==> config.mk <==
export PLATFORM = sky130hd
export DESIGN_NAME = ctpg_top
export DESIGN_NICKNAME = d
export VERILOG_FILES = /design/src/ctpg_pkg.sv /design/src/ctpg_top.sv
export VERILOG_INCLUDE_DIRS = /design/src
export SDC_FILE = /design/constraint.sdc
export NUM_CORES = 1
export LEC_CHECK = 0
export ABC_AREA = 0
export BUFFER_PORTS_ARGS = -buffer_cell sky130_fd_sc_hd__buf_2
export CORE_MARGIN = 4
export CORE_UTILIZATION = 61
export CTS_CLUSTER_DIAMETER = 200
export DETAILED_ROUTE_END_ITERATION = 10
export PLACE_DENSITY_LB_ADDON = 0.05
export SLEW_MARGIN = 20
export SYNTH_ARGS = -nofsm -noshare
export SYNTH_HDL_FRONTEND = slang
export SYNTH_SLANG_ARGS = --single-unit
==> constraint.sdc <==
create_clock -name sys_clk_i -period 4.6 [get_ports sys_clk_i]
set_input_delay 0.69 -clock sys_clk_i [delete_from_list [all_inputs] [get_ports sys_clk_i]]
set_output_delay 0.69 -clock sys_clk_i [all_outputs]
set_load 0.02 [all_outputs]
==> src/ctpg_defs.svh <==
// Purpose: Constants for the camera test pattern generator
// Assumes: Register port with byte offsets on an 8-bit address
// Notes: Offsets, field positions, reset values, address width and FIFO depth only
`ifndef CTPG_DEFS_SVH
`define CTPG_DEFS_SVH

`define CTPG_ADDR_W 8
`define CTPG_OFS_CTRL 8'h00
`define CTPG_OFS_WIDTH 8'h04
`define CTPG_OFS_HEIGHT 8'h08
`define CTPG_OFS_STATUS 8'h0C
`define CTPG_OFS_FRAMES 8'h10

`define CTPG_CTRL_SEL_LSB 0
`define CTPG_CTRL_SEL_MSB 2
`define CTPG_CTRL_ACQ_BIT 3
`define CTPG_CTRL_FEXT_BIT 4
`define CTPG_CTRL_LEXT_BIT 5
`define CTPG_STAT_BUSY_BIT 3

`define CTPG_RST_SEL 3'h0
`define CTPG_RST_WIDTH 12'h800
`define CTPG_RST_HEIGHT 12'h001
`define CTPG_FIFO_DEPTH 16

`endif

==> src/ctpg_pkg.sv <==
// Purpose: Types for the camera test pattern generator
// Assumes: Pixels are at most 12 bits wide
// Notes: Constants live in ctpg_defs.svh
package ctpg_pkg;

   typedef enum logic [2:0] {
      CTPG_OFF = 3'b000,
      CTPG_P1 = 3'b001,
      CTPG_P2 = 3'b010,
      CTPG_P3 = 3'b011,
      CTPG_P4 = 3'b100,
      CTPG_P5 = 3'b101
   } ctpg_sel_t;

   typedef enum logic [1:0] {
      CTPG_IDLE = 2'b00,
      CTPG_LINE_WAIT = 2'b01,
      CTPG_RUN = 2'b10
   } ctpg_state_t;

   typedef struct packed {
      logic [11:0] data;
      logic sof;
      logic sol;
      logic eol;
      logic eof;
      logic bypass;
   } ctpg_pix_t;

endpackage

==> src/ctpg_top.sv <==
// Purpose: Test pattern generator feeding frame memory in place of sensor data
// Assumes: Sensor stream and frame memory on sys_clk_i; trigger pins are asynchronous
// Notes: Summary of operation
// Summary of operation
// - Selected pattern makes every line internally; sensor and ADC path unused.
// - Pattern lines go to frame memory like sensor frames, then to transmission.
// - Pattern frame size comes from the normal width and height settings.
// - With external trigger sources, frames and lines wait for those pin edges.
// - Analog gain, black level and exposure never touch pattern pixel values.
// - Patterns one to three bypass all digital processing features.
// - Patterns four and five pass through the enabled digital features.
// - Selection picks one pattern or off, which restores sensor imaging.
// - Pattern one is a fixed 8-bit gradient spanning 0 to 255.
// - Pattern one pixel is column plus row, modulo 256.
// - Pattern two pixel is column plus row plus frame counter, modulo 256.
// - Frame counter increments by one at each new frame start.
// - Moving gradient shifts one pixel right to left every frame.
// - Pattern three is column plus row plus counter, modulo 4096, 12 bits.
// - Pattern four uses the same 8-bit moving gradient as pattern two.
// - Pattern five uses the same 12-bit moving gradient as pattern three.
`timescale 1ns/1ps
`include "ctpg_defs.svh"

module ctpg_fifo #(
   parameter int WIDTH = 17,
   parameter int DEPTH = 16
) (
   input wire logic sys_clk_i,
   input wire logic resetn_i,
   input wire logic in_valid_i,
   output logic in_ready_o,
   input wire logic [WIDTH-1:0] in_data_i,
   output logic out_valid_o,
   input wire logic out_ready_i,
   output logic [WIDTH-1:0] out_data_o
);
   localparam int AW = $clog2(DEPTH);
   logic [WIDTH-1:0] mem [DEPTH];
   logic [AW-1:0] wr_ptr;
   logic [AW-1:0] rd_ptr;
   logic [AW:0] count;
   logic push;
   logic pop;

   // Output register keeps the top-level outputs straight from flops
   assign in_ready_o = (count != DEPTH[AW:0]);
   assign push = in_valid_i && in_ready_o;
   assign pop = (count != '0) && (!out_valid_o || out_ready_i);

   always_ff @(posedge sys_clk_i) begin
      if (push) begin
         mem[wr_ptr] <= in_data_i;
      end
   end

   always_ff @(posedge sys_clk_i) begin
      if (!resetn_i) begin
         wr_ptr <= '0;
         rd_ptr <= '0;
         count <= '0;
      end else begin
         if (push) begin
            wr_ptr <= wr_ptr + 1'b1;
         end
         if (pop) begin
            rd_ptr <= rd_ptr + 1'b1;
         end
         count <= count + {{AW{1'b0}}, push} - {{AW{1'b0}}, pop};
      end
   end

   always_ff @(posedge sys_clk_i) begin
      if (!resetn_i) begin
         out_valid_o <= 1'b0;
         out_data_o <= '0;
      end else if (pop) begin
         out_valid_o <= 1'b1;
         out_data_o <= mem[rd_ptr];
      end else if (out_ready_i) begin
         out_valid_o <= 1'b0;
      end
   end
endmodule // ctpg_fifo

module ctpg_top
   import ctpg_pkg::*;
(
   input wire logic sys_clk_i,
   input wire logic resetn_i,
   input wire logic [`CTPG_ADDR_W-1:0] reg_addr_i,
   input wire logic [31:0] reg_wdata_i,
   input wire logic reg_wr_i,
   input wire logic reg_rd_i,
   output logic [31:0] reg_rdata_o,
   input wire logic frame_trig_i,
   input wire logic line_trig_i,
   input wire ctpg_pix_t sensor_pix_i,
   input wire logic sensor_valid_i,
   output logic sensor_ready_o,
   output ctpg_pix_t mem_pix_o,
   output logic mem_valid_o,
   input wire logic mem_ready_i,
   output logic busy_o
);
   logic [2:0] ctrl_sel;
   logic acq_en;
   logic frame_ext;
   logic line_ext;
   logic [11:0] width;
   logic [11:0] height;
   ctpg_sel_t active_sel;
   ctpg_state_t state;
   logic [11:0] col;
   logic [11:0] row;
   logic [11:0] frame_cnt;
   logic sensor_in_frame;
   logic [2:0] ftrig_sync;
   logic [2:0] ltrig_sync;
   logic frame_rise;
   logic line_rise;
   logic frame_start;
   logic line_go;
   logic fifo_ready;
   logic fifo_valid;
   ctpg_pix_t fifo_in;
   ctpg_pix_t gen_pix;
   logic gen_push;
   logic sensor_take;
   logic [4:0] fifo_level;

   function automatic logic [11:0] grad(input ctpg_sel_t sel, input logic [11:0] c,
                                        input logic [11:0] r, input logic [11:0] n);
      logic [11:0] sum;
      sum = c + r + n;
      unique case (sel)
         CTPG_P1: grad = {4'h0, c[7:0] + r[7:0]};
         CTPG_P2, CTPG_P4: grad = {4'h0, sum[7:0]};
         CTPG_P3, CTPG_P5: grad = sum;
         default: grad = 12'h000;
      endcase
   endfunction

   // Register writes
   always_ff @(posedge sys_clk_i) begin
      if (!resetn_i) begin
         ctrl_sel <= `CTPG_RST_SEL;
         acq_en <= 1'b0;
         frame_ext <= 1'b0;
         line_ext <= 1'b0;
         width <= `CTPG_RST_WIDTH;
         height <= `CTPG_RST_HEIGHT;
      end else if (reg_wr_i) begin
         unique case (reg_addr_i)
            `CTPG_OFS_CTRL: begin
               ctrl_sel <= reg_wdata_i[`CTPG_CTRL_SEL_MSB:`CTPG_CTRL_SEL_LSB];
               acq_en <= reg_wdata_i[`CTPG_CTRL_ACQ_BIT];
               frame_ext <= reg_wdata_i[`CTPG_CTRL_FEXT_BIT];
               line_ext <= reg_wdata_i[`CTPG_CTRL_LEXT_BIT];
            end
            `CTPG_OFS_WIDTH: width <= reg_wdata_i[11:0];
            `CTPG_OFS_HEIGHT: height <= reg_wdata_i[11:0];
            default: ;
         endcase
      end
   end

   // Register reads, data one cycle after the strobe
   always_ff @(posedge sys_clk_i) begin
      if (!resetn_i) begin
         reg_rdata_o <= 32'h0000_0000;
      end else if (reg_rd_i) begin
         unique case (reg_addr_i)
            `CTPG_OFS_CTRL: reg_rdata_o <= {26'h0, line_ext, frame_ext, acq_en, ctrl_sel};
            `CTPG_OFS_WIDTH: reg_rdata_o <= {20'h0, width};
            `CTPG_OFS_HEIGHT: reg_rdata_o <= {20'h0, height};
            `CTPG_OFS_STATUS: reg_rdata_o <= {28'h0, (state != CTPG_IDLE), active_sel};
            `CTPG_OFS_FRAMES: reg_rdata_o <= {20'h0, frame_cnt};
            default: reg_rdata_o <= 32'h0000_0000;
         endcase
      end else begin
         reg_rdata_o <= 32'h0000_0000;
      end
   end

   // Trigger pins: two flops, then an edge detector on later stages
   always_ff @(posedge sys_clk_i) begin
      if (!resetn_i) begin
         ftrig_sync <= 3'h0;
         ltrig_sync <= 3'h0;
      end else begin
         ftrig_sync <= {ftrig_sync[1:0], frame_trig_i};
         ltrig_sync <= {ltrig_sync[1:0], line_trig_i};
      end
   end
   assign frame_rise = ftrig_sync[1] && !ftrig_sync[2];
   assign line_rise = ltrig_sync[1] && !ltrig_sync[2];

   assign frame_start = (state == CTPG_IDLE) && (active_sel != CTPG_OFF) && acq_en &&
                        (!frame_ext || frame_rise);
   assign line_go = !line_ext || line_rise;

   // Sensor frame tracking so selection holds from the cycle after a sensor sof is taken until eof
   always_ff @(posedge sys_clk_i) begin
      if (!resetn_i) begin
         sensor_in_frame <= 1'b0;
      end else if (sensor_take) begin
         if (sensor_pix_i.eof) begin
            sensor_in_frame <= 1'b0;
         end else if (sensor_pix_i.sof) begin
            sensor_in_frame <= 1'b1;
         end
      end
   end

   always_ff @(posedge sys_clk_i) begin
      if (!resetn_i) begin
         active_sel <= CTPG_OFF;
      end else if (state == CTPG_IDLE && !sensor_in_frame && !frame_start) begin
         unique case (ctrl_sel)
            3'b001: active_sel <= CTPG_P1;
            3'b010: active_sel <= CTPG_P2;
            3'b011: active_sel <= CTPG_P3;
            3'b100: active_sel <= CTPG_P4;
            3'b101: active_sel <= CTPG_P5;
            default: active_sel <= CTPG_OFF;
         endcase
      end
   end

   // Generator sequencing
   always_ff @(posedge sys_clk_i) begin
      if (!resetn_i) begin
         state <= CTPG_IDLE;
         col <= 12'h000;
         row <= 12'h000;
      end else begin
         unique case (state)
            CTPG_IDLE: begin
               if (frame_start) begin
                  col <= 12'h000;
                  row <= 12'h000;
                  state <= CTPG_LINE_WAIT;
               end
            end
            CTPG_LINE_WAIT: begin
               if (line_go) begin
                  state <= CTPG_RUN;
               end
            end
            CTPG_RUN: begin
               if (gen_push) begin
                  if (col == width - 12'h001) begin
                     col <= 12'h000;
                     if (row == height - 12'h001) begin
                        state <= CTPG_IDLE;
                     end else begin
                        row <= row + 12'h001;
                        state <= CTPG_LINE_WAIT;
                     end
                  end else begin
                     col <= col + 12'h001;
                  end
               end
            end
            default: state <= CTPG_IDLE;
         endcase
      end
   end

   always_ff @(posedge sys_clk_i) begin
      if (!resetn_i) begin
         frame_cnt <= 12'h000;
      end else if (frame_start) begin
         frame_cnt <= frame_cnt + 12'h001;
      end
   end

   // Pixels computed from position and frame counter only; analog settings have no path here
   always_comb begin
      gen_pix.data = grad(active_sel, col, row, frame_cnt);
      gen_pix.sof = (col == 12'h000) && (row == 12'h000);
      gen_pix.sol = (col == 12'h000);
      gen_pix.eol = (col == width - 12'h001);
      gen_pix.eof = gen_pix.eol && (row == height - 12'h001);
      gen_pix.bypass = (active_sel == CTPG_P1) || (active_sel == CTPG_P2) ||
                       (active_sel == CTPG_P3);
   end

   assign gen_push = (state == CTPG_RUN) && fifo_ready;
   assign sensor_take = sensor_valid_i && sensor_ready_o;
   assign fifo_valid = gen_push || (sensor_take && active_sel == CTPG_OFF);
   assign fifo_in = (state == CTPG_RUN) ? gen_pix : sensor_pix_i;

   // Registered ready with one word of headroom for the stale cycle
   // Level spans FIFO and output stage, so it never under-reports
   always_ff @(posedge sys_clk_i) begin
      if (!resetn_i) begin
         sensor_ready_o <= 1'b0;
         fifo_level <= 5'h00;
      end else begin
         fifo_level <= fifo_level + {4'h0, fifo_valid && fifo_ready} -
                       {4'h0, mem_valid_o && mem_ready_i};
         sensor_ready_o <= (active_sel == CTPG_OFF) && (state == CTPG_IDLE) &&
                           (fifo_level < 5'(`CTPG_FIFO_DEPTH - 2));
      end
   end

   always_ff @(posedge sys_clk_i) begin
      if (!resetn_i) begin
         busy_o <= 1'b0;
      end else begin
         busy_o <= frame_start || (state != CTPG_IDLE && !(gen_push && gen_pix.eof));
      end
   end

   ctpg_fifo #(
      .WIDTH($bits(ctpg_pix_t)),
      .DEPTH(`CTPG_FIFO_DEPTH)
   ) u_fifo (
      .sys_clk_i(sys_clk_i),
      .resetn_i(resetn_i),
      .in_valid_i(fifo_valid),
      .in_ready_o(fifo_ready),
      .in_data_i(fifo_in),
      .out_valid_o(mem_valid_o),
      .out_ready_i(mem_ready_i),
      .out_data_o(mem_pix_o)
   );
endmodule // ctpg_top

**Word-level counts from Yosys, hierarchy flattened**

Memory sizes are Yosys's and may differ from the RTL's. A register that Yosys moved wholly into a read port is not among the register bits.
Cells that the tools add are included.

- Register bits after elaboration: 131
- Memory bits (writable): 272
- Input port bits: 65
- Output and inout port bits: 52
- Logic and storage cells: 142
- Memories: 1

- $add $sub $neg: 14
- Magnitude comparators: 1
- Eq/ne operators: 24
- Muxes and demuxes: 24
- Reductions and logical operators: 56

Memories:

| memory | depth | width | rd ports | clocked after Yosys merged registers in | wr ports | RTL line | source |
|---|---|---|---|---|---|---|---|
| u_fifo.mem | 16 | 17 | 1 | 1 | 1 | ctpg_top.sv:38 | `logic [WIDTH-1:0] mem [DEPTH];` |

Operators with widths:

| cell | count |
|---|---|
| $mux W12 | 6 |
| $pmux W12 S5 | 1 |
| $pmux W12 S2 | 2 |
| $add A12 B1 Y12 const B | 3 |
| $pmux W12 S3 | 1 |
| $add A12 B12 Y12 | 2 |
| $eq A12 B12 Y1 | 2 |
| $logic_not A12 Y1 | 2 |
| $sub A12 B1 Y12 const B | 2 |
| $logic_and A1 B1 Y1 | 19 |
| $mux W17 | 1 |
| $eq A8 B4 Y1 const B | 2 |
| $pmux W3 S5 | 1 |
| $eq A3 B2 Y1 const B | 4 |
| $eq A3 B3 Y1 const B | 4 |
| $add A5 B1 Y5 | 2 |
| $ne A2 B2 Y1 const B | 5 |
| $reduce_and A2 Y1 | 5 |
| $sub A5 B1 Y5 | 2 |
| $logic_not A1 Y1 | 9 |
| $add A4 B1 Y4 const B | 2 |
| $add A8 B8 Y8 | 1 |
| $eq A8 B3 Y1 const B | 1 |
| $eq A8 B5 Y1 const B | 1 |
| 19 further kinds | 39 |

**Longest topological paths before layout**

- Word-level depth: 7
- Depth in mapped cells: 17
- Mapped depth without buffers: 15

**By module**

From an unflattened synthesis, not the netlist that was laid out.

- Cell total of the unflattened synthesis: 1338
- Area total of the unflattened synthesis: 18208.7 um^2

By module, submodules not included:

| module | instances | cells an instance | area an instance (um^2) |
|---|---|---|---|
| ctpg_fifo | 1 | 563 | 11711.2 |
| ctpg_top | 1 | 775 | 6497.5 |

**Worst setup path before layout**

OpenSTA, ideal clock, no wires.

- Path kind: reg-to-reg
- From: reg width[0]
- To: mem u_fifo.mem[0][1], data pin
- Library setup time: 341 ps
- Arrival time: 3024 ps
- Data required time: 4259 ps
- Setup slack: 1235 ps
- Cell stages (with the launch flop): 11
- Cell sequence: dfxtp_1 > clkbuf_1 > inv_1 > ha_1 > buf_2 > xnor2_1 > a2111o_1 > a2111oi_0 > nand4b_1 > or2_2 > o31ai_1

RTL lines:

| element | RTL line | source |
|---|---|---|
| start: declaration | ctpg_top.sv:109 | `logic [11:0] width;` |
| start signal: assignment | ctpg_top.sv:150 | `` width <= `CTPG_RST_WIDTH; `` |
| start signal: assignment | ctpg_top.sv:160 | `` `CTPG_OFS_WIDTH: width <= reg_wdata_i[11:0]; `` |
| end: declaration | ctpg_top.sv:38 |  |

**Final worst setup path**

- From: reg width[0]
- To: reg row[5]

- Longest elaborated chain between the ends: 4

Ends and longest elaborated chain:

| element | RTL line | source |
|---|---|---|
| $sub A12 B1 Y12 | ctpg_top.sv:252 | `if (col == width - 12'h001) begin` |
| $eq A12 B12 Y1 | ctpg_top.sv:252 |  |
| $ne A2 B2 Y1 (no line) | n/a |  |
| $reduce_and A5 Y1 (no line) | n/a |  |
| end signal: assignment | ctpg_top.sv:257 | `row <= row + 12'h001;` |
| end: declaration | ctpg_top.sv:114 | `logic [11:0] row;` |

No other way between the ends.
A chain may end at the register's enable or synchronous reset.

==> flow_metrics.tcl <==
set metrics [dict create \
    cp-start-kind "flip-flop" \
    drive_above_1_share 0.2007 \
    ir_drop_uv 421.6 \
    synth-seq-area-share 0.5852 \
    async_reset_ff_frac 0 \
    grt_overflow_total 0 \
    numPortBuffers 76 \
    crit_fanout 17 \
    synthCells 1375 \
    drv_slew 0 \
    avgViaCountPerCell 6.232 \
    grt_usage 0.2670 \
    setup_violations 0 \
    min_period_over_period 0.8566 \
    antenna_cells 0 \
    cts_buffers 41 \
    synthFlopType "edfxtp_1" \
    tns_ps 0 \
    cts_setup_buffers 0 \
    pre_cts_ws_ps 780.4 \
    clock-sinks 400 \
    critPathKind "flip-flop to flip-flop" \
    fin_ws_ps 659.6 \
    antenna_found_initial 1 \
    cellLeakagePower_nw 7.285 \
    finalCriticalPeriod_ps 3940 \
    nFillCells 2119 \
    synth-edff-count 272 \
    endpoint_kind "flip-flop" \
    core_sq_um 29640 \
    fin_cells 1880 \
    power-per-cell-area_nw_per_um2 460.0 \
    min_path_cells 2 \
    area.growth.synth_to_final_pct 12.12 \
    drv_cap 0 \
    insertion_delay_ps 540 \
    die_h_um 181.4 \
    worst_pin_slew_ps 1094 \
    status "complete, no violations" \
    final_core_util 0.6937 \
    clkTransAtPathRegs_ps 60 \
    routabilityCongestion 0.9181 \
    syn_avg_cell_area_sq_um 13.34 \
    synth_warnings 0 \
    rsz0062_at_grt "false" \
    synth_cell_type_count 70 \
    grt_max_degree 59 \
    drt_wl_total_mm 43.61 \
    synth-seq-cells 400 \
    wl_per_cell_um 23.19 \
    reg2reg_depth 9 \
    rows 63 \
    dp_cells 1804 \
    cts_hold_buffers 0 \
    first_iter_violations 1160 \
    ctsResizeCount 0 \
    die_x_um 181.4 \
    ios 117 \
    skew_ps 14.81 \
    cts_tree "done" \
    worstPathRequired_ps 5060 \
    fin_nets 1582 \
    postRouteAntennaNets 0 \
    cts_buffer_depth 3 \
    min_path_type "primary input to flip-flop" \
    fmax_mhz 253.8 \
    drc_errors 0 \
    worstPathArrival_ps 4400 \
    final_hold_viol_count 0 \
    cts_root_buf "clkbuf_16" \
    drt-pass1-iter-count 7 \
    timing.slew.headroom 0.2689 \
    dieArea_sq_um 32900 \
    hpwlAfterDp_mm 28.98 \
    grt_pass1_wl_mm 67.59 \
    via_count 11716 \
    htreeDepth 2 \
    grt_pass1_vias 11426 \
    total_power_mw 9.458 \
    start_util 0.6187 \
    synth_area_sq_um 18340 \
]
==> cell usage after synthesis, types with 9 or more instances <==
| library cell | count | share of area |
|---|---|---|
| dfxtp_1 | 128 | 0.14 |
| a21o_1 | 9 | 0.0037 |
| a21oi_1 | 26 | 0.0071 |
| nand4_1 | 19 | 0.0065 |
| mux4_2 | 85 | 0.10 |
| o21ai_0 | 26 | 0.0071 |
| ha_1 | 45 | 0.031 |
| nor2_1 | 84 | 0.017 |
| a21boi_0 | 55 | 0.023 |
| buf_4 | 20 | 0.0082 |
| clkbuf_1 | 60 | 0.012 |
| nand2b_1 | 15 | 0.0051 |
| fa_1 | 15 | 0.016 |
| a221oi_1 | 10 | 0.0048 |
| and2_1 | 31 | 0.011 |
| nor3_1 | 18 | 0.0049 |
| buf_1 | 11 | 0.0023 |
| edfxtp_1 | 272 | 0.45 |
| a222oi_1 | 9 | 0.0049 |
| nand3_1 | 24 | 0.0066 |
| and3_1 | 13 | 0.0044 |
| inv_1 | 47 | 0.0096 |
| xnor2_1 | 59 | 0.028 |
| xor2_1 | 17 | 0.0081 |
| nand2_1 | 144 | 0.029 |
==> layer usage <==
metal	track usage	vias up	share of wire
met5	0	-	0.00030
met4	0.06304	2	0.021
met3	0.03926	62	0.079
met2	0.3951	475	0.45
met1	0.4254	5918	0.45
li1	-	5259	-
==> worst paths after layout <==
path / to / slack, ps / start
worst max-delay path: row[5] / 660 / width[0]
worst min-delay path: ltrig_sync[0] / 360 / line_trig_i
worst max register to register: row[5] / 660 / width[0]
worst min register to register: ftrig_sync[1] / 430 / ftrig_sync[0]
==> power breakdown <==
part           switching, mW  leakage (nW)  internal, mW
Sequential             0.212          3.49          4.06
Combinational          0.948          3.13         0.943
Clock                   1.35         0.659          1.94
==> logic make-up (layout without fill, tap and decap cells) <==
kind of cell / count (synthesis) / in the layout / share of synthesized area
DFF: 400 / 400 / 0.5852
and+or+nand+nor: 393 / 393 / 0.1037
AOI/OAI and AO/OA: 202 / 202 / 0.08051
buffers and inverters: 147 / 243 / 0.03616
muxes: 95 / 95 / 0.1100
xor gates and xnor gates: 77 / 77 / 0.03719
adders and majority gates: 60 / 60 / 0.04708
other: 1 / 20 / 0.0002045
==> final cells by class <==
type | count | area, sq um | area share
Multi-Input combinational cell | 847 | 7072 | 0.3439
Clock buffer | 65 | 1217 | 0.05921
Inverter | 47 | 176.4 | 0.008580
Timing Repair Buffer | 120 | 735.7 | 0.03578
Sequential cell | 400 | 10740 | 0.5221
Tap cell | 390 | 488.0 | 0.02373
Clock inverter | 11 | 136.4 | 0.006633
==> registers in the layout (all words and copies together), names as in the netlist, 5 cells and up <==
register / cells
reg_rdata_o: 12
height: 12
u_fifo.mem: 272
col: 12
u_fifo.out_data_o: 17
u_fifo.count: 5
row: 12
frame_cnt: 12
fifo_level: 5
width: 12
==> worst max-delay path: stages, from the launching register on <==
cell,delay (ps)
dfxtp_1,510
inv_1,90
ha_1,310
xnor2_1,180
a2111o_1,430
a2111oi_0,410
nand4b_1,400
or4b_1,910
a211oi_1,390
mux2i_1,230
==> layout by cell type (no fill, tap or decap), drive strengths merged, types with 8 or more instances in the layout <==
| cell type | n |
|---|---|
| nand3 | 24 |
| buf | 120 |
| or3 | 8 |
| o21ai | 27 |
| nor3 | 18 |
| a21o | 9 |
| dfxtp | 128 |
| nand2 | 144 |
| mux2i | 8 |
| a2111o | 8 |
| xor2 | 17 |
| and2 | 31 |
| nand4 | 19 |
| xnor2 | 60 |
| clkbuf | 65 |
| ha | 45 |
| nor2 | 84 |
| a221oi | 10 |
| fa | 15 |
| nor4 | 9 |
| a222oi | 9 |
| mux4 | 85 |
| and3 | 13 |
| a21oi | 26 |
| a21boi | 56 |
| edfxtp | 272 |
| conb | 20 |
| inv | 48 |
| nor2b | 8 |
| nand2b | 15 |
==> metrics by stage <==
step	hold slack [ps]	area, sq um
2_1_floorplan	411.9	18410
3_3_place_gp	420.5	19200
3_5_place_dp	419.1	19200
4_1_cts	350.7	20560
5_1_grt	372.7	20560
6_report	362.0	20560
Power figures use the tool's default switching activity.
